[config.mk]
export PLATFORM = sky130hd
export DESIGN_NAME = phy_strap_device_flat
export DESIGN_NICKNAME = d
export VERILOG_FILES = /design/src/phy_strap_pkg.sv /design/src/phy_strap_if.sv /design/src/phy_strap_device.sv /design/src/flat_wrapper.sv
export SDC_FILE = /design/constraint.sdc
export NUM_CORES = 1
export LEC_CHECK = 0
export BUFFER_PORTS_ARGS = -buffer_cell sky130_fd_sc_hd__buf_4
export CAP_MARGIN = 20
export CORE_ASPECT_RATIO = 1.25
export CORE_UTILIZATION = 35
export DETAILED_ROUTE_END_ITERATION = 8
export GPL_ROUTABILITY_DRIVEN = 0
export MAX_ROUTING_LAYER = met4
export PLACE_DENSITY_LB_ADDON = 0.1
export SLEW_MARGIN = 30
export SYNTH_ARGS = -nofsm -noshare
export SYNTH_HDL_FRONTEND = slang
export SYNTH_SLANG_ARGS = --single-unit
export TNS_END_PERCENT = 100
[constraint.sdc]
create_clock -name clk -period 2.4 [get_ports clk]
set_input_delay 0.48 -clock clk [delete_from_list [all_inputs] [get_ports clk]]
set_output_delay 0.48 -clock clk [all_outputs]
set_load 0.05 [all_outputs]
[src/phy_strap_pkg.sv]
// shared constants for the strap/reset device end and its host controller
package phy_strap_pkg;
	localparam int CLK_PERIOD_NS      = 8;
	localparam int RESET_MIN_NS       = 1000000;
	// least time rounds up to whole cycles
	localparam int RESET_HOLD_CYCLES  =
		(RESET_MIN_NS + CLK_PERIOD_NS - 1) / CLK_PERIOD_NS;
	// completion needs strictly more than the minimum
	localparam int RESET_DONE_CYCLES  = RESET_HOLD_CYCLES + 1;
	localparam int MDC_MIN_PERIOD_NS  = 400;
	localparam int MDC_HALF_CYCLES    =
		(MDC_MIN_PERIOD_NS / 2 + CLK_PERIOD_NS - 1) / CLK_PERIOD_NS;

	localparam int BCR_LOOPBACK_BIT   = 14;
	localparam int BCR_AUTONEG_BIT    = 12;
	localparam int LCC_BYPASS_BIT     = 1;
	localparam logic [15:0] BCR_RESET = 16'h0000;
	localparam logic [15:0] LCC_RESET = 16'h0000;

	localparam logic [11:0] OFS_CTRL   = 12'h000;
	localparam logic [11:0] OFS_STRAP  = 12'h004;
	localparam logic [11:0] OFS_STATUS = 12'h008;
	localparam int CTRL_START_BIT     = 0;
	localparam int CTRL_MDC_RUN_BIT   = 1;
	localparam logic [31:0] CTRL_RESET  = 32'h0000_0002;
	localparam logic [31:0] STRAP_RESET = 32'h0000_0000;
	localparam int STRAP_A_BIT        = 0;
	localparam int STRAP_B_BIT        = 1;
	localparam int STRAP_AN_BIT       = 2;
	localparam int STRAP_IFSEL_BIT    = 3;
	localparam int STRAP_MDIX_BIT     = 4;
	localparam int STAT_DONE_BIT      = 0;
	localparam int STAT_BUSY_BIT      = 1;
	localparam int STAT_READY_BIT     = 2;
	localparam int STAT_SCLK_LO_BIT   = 3;
endpackage

[src/phy_strap_if.sv]
// strap and reset pins between host controller and transceiver end
`timescale 1ns/100ps
interface phy_strap_if;
	logic reset_n;                // active-low reset pin, host drives
	logic mdc;                    // management clock pin, host drives
	logic config_strap_a;         // first configuration strap
	logic config_strap_b;         // second configuration strap
	logic autoneg_strap;          // auto-negotiation enable strap
	logic interface_select_strap; // high for reduced or serial mii
	logic mdix_disable;           // high turns off auto crossover
	logic rst_done;               // high once device reset completed

	modport device (
		input  reset_n,
		input  mdc,
		input  config_strap_a,
		input  config_strap_b,
		input  autoneg_strap,
		input  interface_select_strap,
		input  mdix_disable,
		output rst_done
	);
	modport host (
		output reset_n,
		output mdc,
		output config_strap_a,
		output config_strap_b,
		output autoneg_strap,
		output interface_select_strap,
		output mdix_disable,
		input  rst_done
	);
endinterface

[src/phy_strap_device.sv]
// transceiver end: strap capture, reset sequencing and control bits
`timescale 1ns/100ps
module phy_strap_device
	import phy_strap_pkg::*;
#(
	parameter int DONE_CYCLES = RESET_DONE_CYCLES
) (
	input  wire logic        clk,            // 125 MHz clock
	input  wire logic        arst_n,         // power-up reset, async low
	phy_strap_if.device      pins,           // strap and reset pins
	input  wire logic        bcr_we,         // write basic control reg
	input  wire logic [15:0] bcr_wdata,      // basic control write data
	input  wire logic        lcc_we,         // write line coding reg
	input  wire logic [15:0] lcc_wdata,      // line coding write data
	output logic      [15:0] bcr_rdata,      // basic control readback
	output logic      [15:0] lcc_rdata,      // line coding readback
	output logic             mlt3_bypass,    // mlt-3 coder bypassed
	output logic             loopback_en,    // loopback active
	output logic             autoneg_en,     // auto-negotiation active
	output logic      [1:0]  adv_select,     // advertised ability choice
	output logic             reduced_if,     // reduced/serial interface
	output logic             auto_mdix_en,   // auto crossover active
	output logic             ready           // registers usable
);
	localparam int CW = $clog2(DONE_CYCLES + 1);

	initial begin
		if (DONE_CYCLES < 2)
			$error("DONE_CYCLES must be at least 2");
	end

	typedef enum logic [1:0] {S_COUNT, S_WAIT_MDC, S_DONE} rst_state_t;

	// two-stage synchronisers for every input pin
	logic [6:0] meta_reg;
	logic [6:0] sync_reg;
	logic       mdc_last_reg;

	always_ff @(posedge clk or negedge arst_n) begin
		if (!arst_n) begin
			meta_reg <= 7'h00;
			sync_reg <= 7'h00;
		end else begin
			meta_reg <= {pins.reset_n, pins.mdc, pins.config_strap_a,
				pins.config_strap_b, pins.autoneg_strap,
				pins.interface_select_strap, pins.mdix_disable};
			sync_reg <= meta_reg;
		end
	end

	logic ext_rst_n_s;
	logic mdc_s;
	logic strap_a_s;
	logic strap_b_s;
	logic strap_an_s;
	logic strap_if_s;
	logic mdix_dis_s;
	assign {ext_rst_n_s, mdc_s, strap_a_s, strap_b_s, strap_an_s,
		strap_if_s, mdix_dis_s} = sync_reg;

	always_ff @(posedge clk or negedge arst_n) begin
		if (!arst_n)
			mdc_last_reg <= 1'b0;
		else
			mdc_last_reg <= mdc_s;
	end

	logic mdc_edge;
	assign mdc_edge = mdc_s ^ mdc_last_reg;

	// reset sequencer; arst_n is the power-up reset, a low pin level returns it to S_COUNT
	rst_state_t     state_reg;
	rst_state_t     state_next;
	logic [CW-1:0]  cnt_reg;
	logic           mdc_seen_reg;

	always_comb begin
		state_next = state_reg;
		case (state_reg)
			S_COUNT:
				if (cnt_reg == CW'(DONE_CYCLES - 1))
					state_next = (mdc_seen_reg || mdc_edge) ?
						S_DONE : S_WAIT_MDC;
			S_WAIT_MDC:
				if (mdc_edge)
					state_next = S_DONE;
			S_DONE:
				state_next = S_DONE;
			default:
				state_next = S_COUNT;
		endcase
		if (!ext_rst_n_s)
			state_next = S_COUNT;
	end

	always_ff @(posedge clk or negedge arst_n) begin
		if (!arst_n)
			state_reg <= S_COUNT;
		else
			state_reg <= state_next;
	end

	// the count restarts while the pin is held, so a short pulse still
	// yields the full interval after its release
	always_ff @(posedge clk or negedge arst_n) begin
		if (!arst_n)
			cnt_reg <= '0;
		else if (!ext_rst_n_s || state_reg != S_COUNT)
			cnt_reg <= '0;
		else
			cnt_reg <= cnt_reg + CW'(1);
	end

	always_ff @(posedge clk or negedge arst_n) begin
		if (!arst_n)
			mdc_seen_reg <= 1'b0;
		else if (!ext_rst_n_s)
			mdc_seen_reg <= 1'b0;
		else if (state_reg == S_COUNT && mdc_edge)
			mdc_seen_reg <= 1'b1;
	end

	logic done_reg;
	always_ff @(posedge clk or negedge arst_n) begin
		if (!arst_n)
			done_reg <= 1'b0;
		else
			done_reg <= (state_next == S_DONE);
	end

	assign pins.rst_done = done_reg;
	assign ready         = done_reg;

	// straps land in the registers on the cycle reset completes
	logic load;
	assign load = (state_reg != S_DONE) && (state_next == S_DONE);

	logic [15:0] bcr_reg;
	logic [15:0] lcc_reg;

	always_ff @(posedge clk or negedge arst_n) begin
		if (!arst_n) begin
			bcr_reg <= BCR_RESET;
		end else if (state_reg != S_DONE && !load) begin
			bcr_reg <= BCR_RESET;
		end else if (load) begin
			bcr_reg <= BCR_RESET;
			bcr_reg[BCR_AUTONEG_BIT] <= strap_an_s;
			bcr_reg[BCR_LOOPBACK_BIT] <= !strap_an_s && strap_b_s;
		end else if (bcr_we) begin
			bcr_reg <= bcr_wdata;
		end
	end

	always_ff @(posedge clk or negedge arst_n) begin
		if (!arst_n) begin
			lcc_reg <= LCC_RESET;
		end else if (state_reg != S_DONE && !load) begin
			lcc_reg <= LCC_RESET;
		end else if (load) begin
			lcc_reg <= LCC_RESET;
			lcc_reg[LCC_BYPASS_BIT] <= !strap_an_s && strap_a_s;
		end else if (lcc_we) begin
			lcc_reg <= lcc_wdata;
		end
	end

	// mode pins sampled at completion, as a real strap is
	logic [1:0] adv_reg;
	logic       if_reg;
	always_ff @(posedge clk or negedge arst_n) begin
		if (!arst_n) begin
			adv_reg <= 2'h0;
			if_reg  <= 1'b0;
		end else if (load) begin
			adv_reg <= {strap_b_s, strap_a_s};
			if_reg  <= strap_if_s;
		end
	end

	// crossover pin stays live; high taken as the disabling level
	logic mdix_en_reg;
	always_ff @(posedge clk or negedge arst_n) begin
		if (!arst_n)
			mdix_en_reg <= 1'b0;
		else
			mdix_en_reg <= done_reg && !mdix_dis_s;
	end

	assign bcr_rdata    = bcr_reg;
	assign lcc_rdata    = lcc_reg;
	assign autoneg_en   = bcr_reg[BCR_AUTONEG_BIT];
	assign mlt3_bypass  = lcc_reg[LCC_BYPASS_BIT];
	assign loopback_en  = bcr_reg[BCR_LOOPBACK_BIT];
	assign adv_select   = bcr_reg[BCR_AUTONEG_BIT] ? adv_reg : 2'h0;
	assign reduced_if   = if_reg;
	assign auto_mdix_en = mdix_en_reg;
endmodule

[src/flat_wrapper.sv]
// flat-port wrapper written by rule: the top's interface ports become plain ports
module phy_strap_device_flat import phy_strap_pkg::*;
#(
	parameter int DONE_CYCLES = RESET_DONE_CYCLES
)
  (clk, arst_n, bcr_we, bcr_wdata, lcc_we, lcc_wdata, bcr_rdata, lcc_rdata, mlt3_bypass, loopback_en, autoneg_en, adv_select, reduced_if, auto_mdix_en, ready, pins_reset_n, pins_mdc, pins_config_strap_a, pins_config_strap_b, pins_autoneg_strap, pins_interface_select_strap, pins_mdix_disable, pins_rst_done);
  phy_strap_if pins_i ();
  input  wire logic clk;
  input  wire logic arst_n;
  input  wire logic bcr_we;
  input  wire logic [15:0] bcr_wdata;
  input  wire logic lcc_we;
  input  wire logic [15:0] lcc_wdata;
  output logic      [15:0] bcr_rdata;
  output logic      [15:0] lcc_rdata;
  output logic mlt3_bypass;
  output logic loopback_en;
  output logic autoneg_en;
  output logic      [1:0] adv_select;
  output logic reduced_if;
  output logic auto_mdix_en;
  output logic ready;
  input wire logic [$bits(pins_i.reset_n)-1:0] pins_reset_n;
  input wire logic [$bits(pins_i.mdc)-1:0] pins_mdc;
  input wire logic [$bits(pins_i.config_strap_a)-1:0] pins_config_strap_a;
  input wire logic [$bits(pins_i.config_strap_b)-1:0] pins_config_strap_b;
  input wire logic [$bits(pins_i.autoneg_strap)-1:0] pins_autoneg_strap;
  input wire logic [$bits(pins_i.interface_select_strap)-1:0] pins_interface_select_strap;
  input wire logic [$bits(pins_i.mdix_disable)-1:0] pins_mdix_disable;
  output wire logic [$bits(pins_i.rst_done)-1:0] pins_rst_done;
  assign pins_i.reset_n = pins_reset_n;
  assign pins_i.mdc = pins_mdc;
  assign pins_i.config_strap_a = pins_config_strap_a;
  assign pins_i.config_strap_b = pins_config_strap_b;
  assign pins_i.autoneg_strap = pins_autoneg_strap;
  assign pins_i.interface_select_strap = pins_interface_select_strap;
  assign pins_i.mdix_disable = pins_mdix_disable;
  assign pins_rst_done = pins_i.rst_done;
  phy_strap_device #(.DONE_CYCLES(DONE_CYCLES)) u_core (.clk(clk), .arst_n(arst_n), .pins(pins_i), .bcr_we(bcr_we), .bcr_wdata(bcr_wdata), .lcc_we(lcc_we), .lcc_wdata(lcc_wdata), .bcr_rdata(bcr_rdata), .lcc_rdata(lcc_rdata), .mlt3_bypass(mlt3_bypass), .loopback_en(loopback_en), .autoneg_en(autoneg_en), .adv_select(adv_select), .reduced_if(reduced_if), .auto_mdix_en(auto_mdix_en), .ready(ready));
endmodule
==> results.cfg, run 1 <==
[setup_path]
path_cells = or4b_4 > nor4_4 > a21o_4 > mux2_4
rr_worst_depth = 4
cp-start-kind = flip-flop
cp_num_cells = 4
crit_fanout = 7
cp.required_ns = 2.63
cp.arrival_ns = 2.22
critical_path_class = reg2reg
critPathSlowestCell = or4b_4
crit_buf_inv = 0
crit_family = simple AND/OR/NAND/NOR gates
slowest_delay_ns = 0.57
end_kind = flip-flop

[floorplanning]
die_h_um = 105
coreArea_um2 = 8240
rows = 37
die_area_um2 = 8900
initial_utilization_pct = 36.2
dieWidth_um = 84.6
pin_count = 84

[sta]
tns_ns = 0
fmax_mhz = 501
finalSetupViolations = 0
rsz0062_at_grt = false
hold_viol_final = 0
maxSlewViolCount = 0
skew_ns = 0.0105
fin_crit_ns = 2.00
min_period_over_period_pct = 83.2
worst_pin_slew_ns = 0.614
slew_headroom_pct = 59.0

[clock_network]
cts_tree = yes
cts_resized = 0
clock_latency_ns = 0.34
path_clk_slew_ns = 0.08
cts-buffers-inserted = 9
clock-sinks = 72
clockBufferDepth = 2
cts_setup_buffers = 0
htreeDepth = 3
root_buffer = clkbuf_8
cts_hold_buf = 0

[logic_synthesis]
syn_area_per_cell_um2 = 12.1
synth-seq-cells = 72
synth_cell_type_count = 42
synthCells = 246
synthTopCellsByArea = dfrtp_1 60%, mux2i_1 10%, nor2_1 5.5%, xor2_1 2.6%, mux2_4 1.5%
synth_top_area_share_pct = 60.4
ys_seq_area_share_pct = 60.4
syn_area_um2 = 2980
synth_top_area_cell = dfrtp_1
synth_warnings = 0
syn-num-nets = 291

[final_layout]
drive_gt1_share_pct = 34.0
fillCellCount = 788
finalCoreUtilization_pct = 47.3
syn2layout_area_growth_pct = 30.6
final_area_um2 = 3900
fin_nets = 372
n_antenna_cell = 0
largest_register_ffs = 17

[min_path]
hp-class = in2async

[grt]
track_usage_pct = 14.9
grt_pass1_wl_um = 10000
gr-total-overflow = 0
grt_max_degree = 47
grt_pass1_vias = 2109
antenna_found_initial = 0

[outcome]
status = finished, violations left
failed_checks = design-rule violations

[route]
routedWlPerCell_um = 13.8
ant_nets = 0
drt-initial-drc-count = 136
routed_wl_um = 5930
viasPerCell = 4.81
route.detailed.drc = 12
vias = 2063
firstDrtPassIters = 6

[power_and_ir_drop]
ir_worst_vdd_uv = 430
power_density_nw_per_um2 = 621
power_leakage_uw = 0.00195

[placed_design]
placedInstanceArea_um2 = 3680
hpwlAfterDp_um = 4190
io_buffers = 83

[run]
cap_violations = 0
==> placed cells by master, fill, tap and decap left out, types with 4 or more instances in the layout <==
| cell | n |
|---|---|
| a21oi_1 | 5 |
| buf_4 | 85 |
| clkbuf_8 | 9 |
| dfrtp_1 | 72 |
| inv_1 | 6 |
| mux2i_1 | 31 |
| nand3_1 | 7 |
| nand4_1 | 4 |
| nor2_1 | 44 |
| xor2_1 | 9 |
==> power breakdown <==
group / internal, µW / switching [µW] / leakage [µW]
logic: 78.5 / 70.1 / 0.000880
registers: 1230 / 12.8 / 0.000968
clock network: 586 / 443 / 0.000104
total: 1900 / 526 / 0.00195
==> cell families after synthesis <==
kind of cell,count (synthesis),synth area share (%)
XOR/XNOR,12,3.52
AO/OA/AOI/OAI,19,4.57
AND/OR/NAND/NOR,85,15.4
adder cells (fa/ha/maj),2,0.838
buffers and inverters,22,3.40
multiplexers,34,11.9
flip-flops,72,60.4
==> final cells by class <==
type	instances	area [µm²]	share of cell area, %
Timing Repair Buffer	86	658	16.9
Sequential cell	72	1800	46.2
Inverter	6	22.5	0.578
Clock inverter	5	81.3	2.09
Tap cell	97	121	3.11
Multi-Input combinational cell	152	1080	27.7
Clock buffer	11	131	3.37
==> Yosys cell counts (all sizes together) <==
cell     instances
o2bb2ai          2
nand4            5
nand3b           2
a211oi           2
and4             2
xnor2            3
and2             2
a21oi            5
o31ai            3
nand3            7
nor3             1
and3             3
mux2             3
nor2b            3
nand2b           2
inv              6
nand2            3
o21a             2
buf              8
nor2            44
or3              1
clkbuf           8
o32a             1
a31oi            1
or2b             1
xor2             9
dfrtp           72
nor4             1
ha               2
a21o             1
o21ai            2
or3b             1
nor3b            2
or4b             2
mux2i           31
or4              3
==> worst paths after layout <==
| path | slack (ns) | to | from |
|---|---|---|---|
| min in group clk | 0.24 | u_core.meta_reg[1] | pins_interface_select_strap |
| max reg2reg | 0.40 | u_core.adv_reg[1] | u_core.cnt_reg[2] |
| min reg2reg | 0.35 | u_core.sync_reg[5] | u_core.meta_reg[5] |
| max | 0.40 | u_core.adv_reg[1] | u_core.cnt_reg[2] |
| min | 0.14 | u_core.lcc_rdata[0] | arst_n |
| max in group asynchronous | 1.70 | u_core.cnt_reg[2] | arst_n |
==> stage by stage <==
stage	instances	total power (µW)	setup slack, ns	hold WS (ns)
6_report	429	2420	0.404	0.140
5_1_grt	429	2530	0.328	0.180
4_1_cts	429	2460	0.396	0.158
3_5_place_dp	413	1420	0.410	0.335
3_3_place_gp	413	1420	0.427	0.333
2_1_floorplan	246	1330	0.512	0.184
==> per-layer routing <==
layer / GRT usage [%] / part of all wire [%] / vias to the layer above
met4: 7.51 / 2.9 / 0
met2: 22.5 / 46 / 71
met5: - / 0 / -
met3: 3.92 / 6.4 / 15
met1: 18.6 / 44 / 980
li1: - / - / 997
Note: power is estimated with default switching activity, not from simulation.
==> run 2, diff against run 1 <==
- clock period: 2.4 -> 1.75 ns (I/O delays scaled with it)
==> results.cfg, run 2 (same netlist as run 1, synthesis figures left out) <==
[route]
route.detailed.drc = 12
viasPerCell = 4.76
ant_nets = 0
routedWlPerCell_um = 13.2
vias = 2149
drt-initial-drc-count = 94
firstDrtPassIters = 9
routed_wl_um = 5970

[grt]
track_usage_pct = 14.6
gr-total-overflow = 0
grt_pass1_wl_um = 9980
grt_pass1_vias = 2153
antenna_found_initial = 0
grt_max_degree = 38

[placed_design]
io_buffers = 83
hpwlAfterDp_um = 4370

[clock_network]
path_clk_slew_ns = 0.08
clock_latency_ns = 0.33
htreeDepth = 3
cts_resized = 0
clockBufferDepth = 2
root_buffer = clkbuf_8
clock-sinks = 72
cts-buffers-inserted = 9
cts_tree = yes

[sta]
fmax_mhz = 551
min_period_over_period_pct = 104
hold_viol_final = 0
maxSlewViolCount = 0
skew_ns = 0.0103
slew_headroom_pct = 79.5
tns_ns = -0.214
finalSetupViolations = 4
worst_pin_slew_ns = 0.306
rsz0062_at_grt = true
layout_setup_ws_ns = -0.0646
fin_crit_ns = 1.81

[run]
cap_violations = 0

[final_layout]
final_common_cell = buf_4
n_antenna_cell = 0
final_cell_mix = 106 x buf_4, 72 x dfrtp_1, 44 x nor2_1, 31 x mux2i_1, 12 x clkbuf_8
largest_register_ffs = 17
syn2layout_area_growth_pct = 35.8
fin_nets = 394
fillCellCount = 792
drive_gt1_share_pct = 38.7

[power_and_ir_drop]
ir_worst_vdd_uv = 372
power_leakage_uw = 0.00206
power_density_nw_per_um2 = 777
fin_total_pwr_uw = 3150

[setup_path]
crit_fanout = 5
cp.required_ns = 1.96
slowest_delay_ns = 0.55
crit_buf_inv = 0
crit_family = simple AND/OR/NAND/NOR gates
end_kind = flip-flop
r2r_setup_slack_ns = -0.06
cp.arrival_ns = 2.03
r2r_start = u_core.cnt_reg[9]
path_cells = or4b_4 > nor4_4 > a21o_4 > mux2_4
critPathSlowestCell = or4b_4
rr_worst_depth = 4
cp_num_cells = 4
critical_path_class = reg2reg
cp-start-kind = flip-flop
reg2reg_to = u_core.adv_reg[0]

[floorplanning]
die_area_um2 = 8900
coreArea_um2 = 8240
rows = 37
dieWidth_um = 84.6
initial_utilization_pct = 36.2
die_h_um = 105
pin_count = 84

[min_path]
worstHoldStart = pins_reset_n
hp-class = in2reg
holdPathEnd = u_core.meta_reg[6]
holdPathStages = 1

[outcome]
status = finished, violations left
failed_checks = design-rule violations, negative setup slack
## run 2: how the worst max path moves through the flow
stage / endpoint / startpoint / slack, ns
after floorplan: u_core.adv_reg[0] / u_core.cnt_reg[8] / -0.1
after global placement: u_core.adv_reg[1] / u_core.cnt_reg[10] / -0.06
after detailed placement: u_core.reduced_if / u_core.cnt_reg[10] / -0.08
after CTS: u_core.reduced_if / u_core.cnt_reg[9] / -0.08
after global routing: u_core.adv_reg[0] / u_core.cnt_reg[9] / -0.13
final: u_core.adv_reg[0] / u_core.cnt_reg[9] / -0.06
## run 2: repair_timing
item / 4_1_cts / 5_1_grt
hold endpoints to repair: 14 / 0
buffers inserted: 2 / 2
pin swaps: 2 / 2
hold buffers: 1 / 0
setup endpoints to repair: 3 / 9
## run 2: metal layers
metal | share of wire [%] | GRT usage, % | up-vias
met5 | 0 | - | -
met4 | 1.2 | 6.17 | 0
met3 | 6.7 | 2.74 | 7
met2 | 48 | 23.5 | 62
met1 | 44 | 18.3 | 1038
li1 | - | - | 1042
## run 2: power by group
part	switching, µW	total [µW]	internal (µW)
Clock	598	1230	628
Sequential	12.8	1700	1690
Combinational	104	223	120
Total	715	3150	2440
## run 2: worst reg2reg max path, cell delays in order, from the launching register on
cell     delay [ns]
dfrtp_1        0.38
or4b_4         0.55
nor4_4         0.29
a21o_4         0.20
mux2_4         0.29
## run 2: final cells by class
type                    instances  area, µm²  share of cell area, %
clock buffers                  12        165                   4.07
inverters                       6       22.5                  0.556
repair buffers                108        826                   20.4
well taps                      97        121                   2.99
clock inverters                 4       27.5                  0.679
multi-input cells             152       1090                   26.9
flip-flops and latches         72       1800                   44.4
## run 2: metrics by stage
step           utilization (%)  setup WS [ns]  hold slack (ns)  cells  instance area [µm²]
5_1_grt                   49.2         -0.131            0.104    451                 4050
2_1_floorplan                -        -0.0978           0.0544    246                 2990
6_report                  49.2        -0.0646            0.118    451                 4050
4_1_cts                   49.0        -0.0790            0.103    449                 4040
3_3_place_gp              46.4        -0.0602            0.222    430                 3820
3_5_place_dp              46.4        -0.0768            0.228    430                 3820
==> run 3, diff against run 2 <==
- BUFFER_PORTS_ARGS: -buffer_cell sky130_fd_sc_hd__buf_4 -> -buffer_cell sky130_fd_sc_hd__buf_2
- TNS_END_PERCENT: 100 -> 50
==> results.cfg, run 3 (same netlist as run 1, synthesis figures left out) <==
[outcome]
status = finished, violations left
failed_checks = design-rule violations, negative setup slack

[power_and_ir_drop]
fin_total_pwr_uw = 3310
power_leakage_uw = 0.00204
power_density_nw_per_um2 = 852
ir_worst_vdd_uv = 342

[route]
route.detailed.drc = 11
routed_wl_um = 5790
firstDrtPassIters = 8
drt-initial-drc-count = 87
ant_nets = 0
vias = 2117
routedWlPerCell_um = 12.9
viasPerCell = 4.70

[floorplanning]
coreArea_um2 = 8240
rows = 37
initial_utilization_pct = 36.2
die_area_um2 = 8900
dieWidth_um = 84.6
die_h_um = 105
pin_count = 84

[setup_path]
r2r_setup_slack_ns = -0.11
crit_fanout = 5
reg2reg_to = u_core.reduced_if
end_kind = flip-flop
cp.required_ns = 1.97
cp.arrival_ns = 2.08
cp-start-kind = flip-flop
critical_path_class = reg2reg
rr_worst_depth = 4
r2r_start = u_core.cnt_reg[5]

[final_layout]
largest_register_ffs = 17
final_cell_mix = 82 x buf_2, 72 x dfrtp_1, 44 x nor2_1, 31 x mux2i_1, 23 x buf_4
syn2layout_area_growth_pct = 30.0
fillCellCount = 787
final_common_cell = buf_2
fin_nets = 393
drive_gt1_share_pct = 38.8
final_area_um2 = 3880
n_antenna_cell = 0

[placed_design]
hpwlAfterDp_um = 4160
placedInstanceArea_um2 = 3620
io_buffers = 83

[clock_network]
clock-sinks = 72
cts-buffers-inserted = 9
htreeDepth = 3
cts_tree = yes
path_clk_slew_ns = 0.08
clockBufferDepth = 2
clock_latency_ns = 0.35
root_buffer = clkbuf_8

[sta]
maxSlewViolCount = 0
worst_pin_slew_ns = 0.478
slew_headroom_pct = 68.1
fmax_mhz = 538
fin_crit_ns = 1.86
skew_ns = 0.0138
min_period_over_period_pct = 106
hold_viol_final = 0
finalSetupViolations = 5
layout_setup_ws_ns = -0.110
rsz0062_at_grt = true

[grt]
grt_max_degree = 36
grt_pass1_vias = 2068
gr-total-overflow = 0
track_usage_pct = 14.2
antenna_found_initial = 0
grt_pass1_wl_um = 9480

[min_path]
holdPathStages = 1
worstHoldStart = pins_autoneg_strap
holdPathEnd = u_core.meta_reg[2]
hp-class = in2reg

[run]
cap_violations = 0
==> run 3: how the worst max path moves through the flow <==
stage                            start                end  slack, ns  cells past startpoint
finish               u_core.cnt_reg[5]  u_core.reduced_if      -0.11                      4
global route         u_core.cnt_reg[5]  u_core.reduced_if      -0.18                      4
CTS                  u_core.cnt_reg[5]  u_core.reduced_if      -0.12                      4
detailed placement  u_core.cnt_reg[10]  u_core.adv_reg[0]      -0.13                      4
global placement    u_core.cnt_reg[10]  u_core.adv_reg[1]      -0.06                      4
floorplan            u_core.cnt_reg[8]  u_core.adv_reg[0]       -0.1                      4
==> run 3: per-stage QoR <==
stage | setup WS [ns] | util (%) | cells | hold slack [ns] | TNS (ns)
6_report | -0.110 | 47.1 | 450 | 0.105 | -0.340
5_1_grt | -0.183 | 47.1 | 450 | 0.0822 | -0.950
4_1_cts | -0.115 | 46.8 | 449 | 0.0900 | -0.359
3_5_place_dp | -0.127 | 44.0 | 431 | 0.316 | -0.408
3_3_place_gp | -0.0640 | 44.0 | 431 | 0.314 | -0.191
2_1_floorplan | -0.0978 | - | 246 | 0.0544 | -0.293
==> run 3: area by class of cell <==
class	instances	area, µm²	area share (%)
tap	97	121	3.13
clock inverter	5	81.3	2.10
inverter	6	22.5	0.580
multi-input combinational	152	1110	28.6
clock buffer	11	131	3.39
sequential	72	1800	46.4
timing repair buffer	107	613	15.8
==> run 3: where the power goes <==
part | total, µW | internal, µW | switching (µW)
Sequential | 1700 | 1690 | 10.1
Combinational | 203 | 97.2 | 105
Clock | 1400 | 804 | 601
==> run 3: metal layers <==
| layer | global-route usage [%] | up-vias | routed length, µm |
|---|---|---|---|
| met1 | 17.2 | 1010 | 2530 |
| met2 | 22.0 | 59 | 2800 |
| met3 | 3.99 | 10 | 355 |
| met5 | - | - | 0 |
| li1 | - | 1038 | - |
| met4 | 6.54 | 0 | 104 |
==> run 3: repair_timing <==
item                                    4_1_cts  5_1_grt
resized for setup                             0        4
endpoints found under the hold margin        29        0
pin swaps                                     5        1
hold buffers                                  1        0
setup buffers                                 1        1
endpoints found under the setup margin        6       10
==> run 3: critical path, cell delays in order (launching register included) <==
cell and delay, ns:
dfrtp_1 0.38, or4b_4 0.55, nor4_4 0.32, a21o_4 0.20
mux2_4 0.29
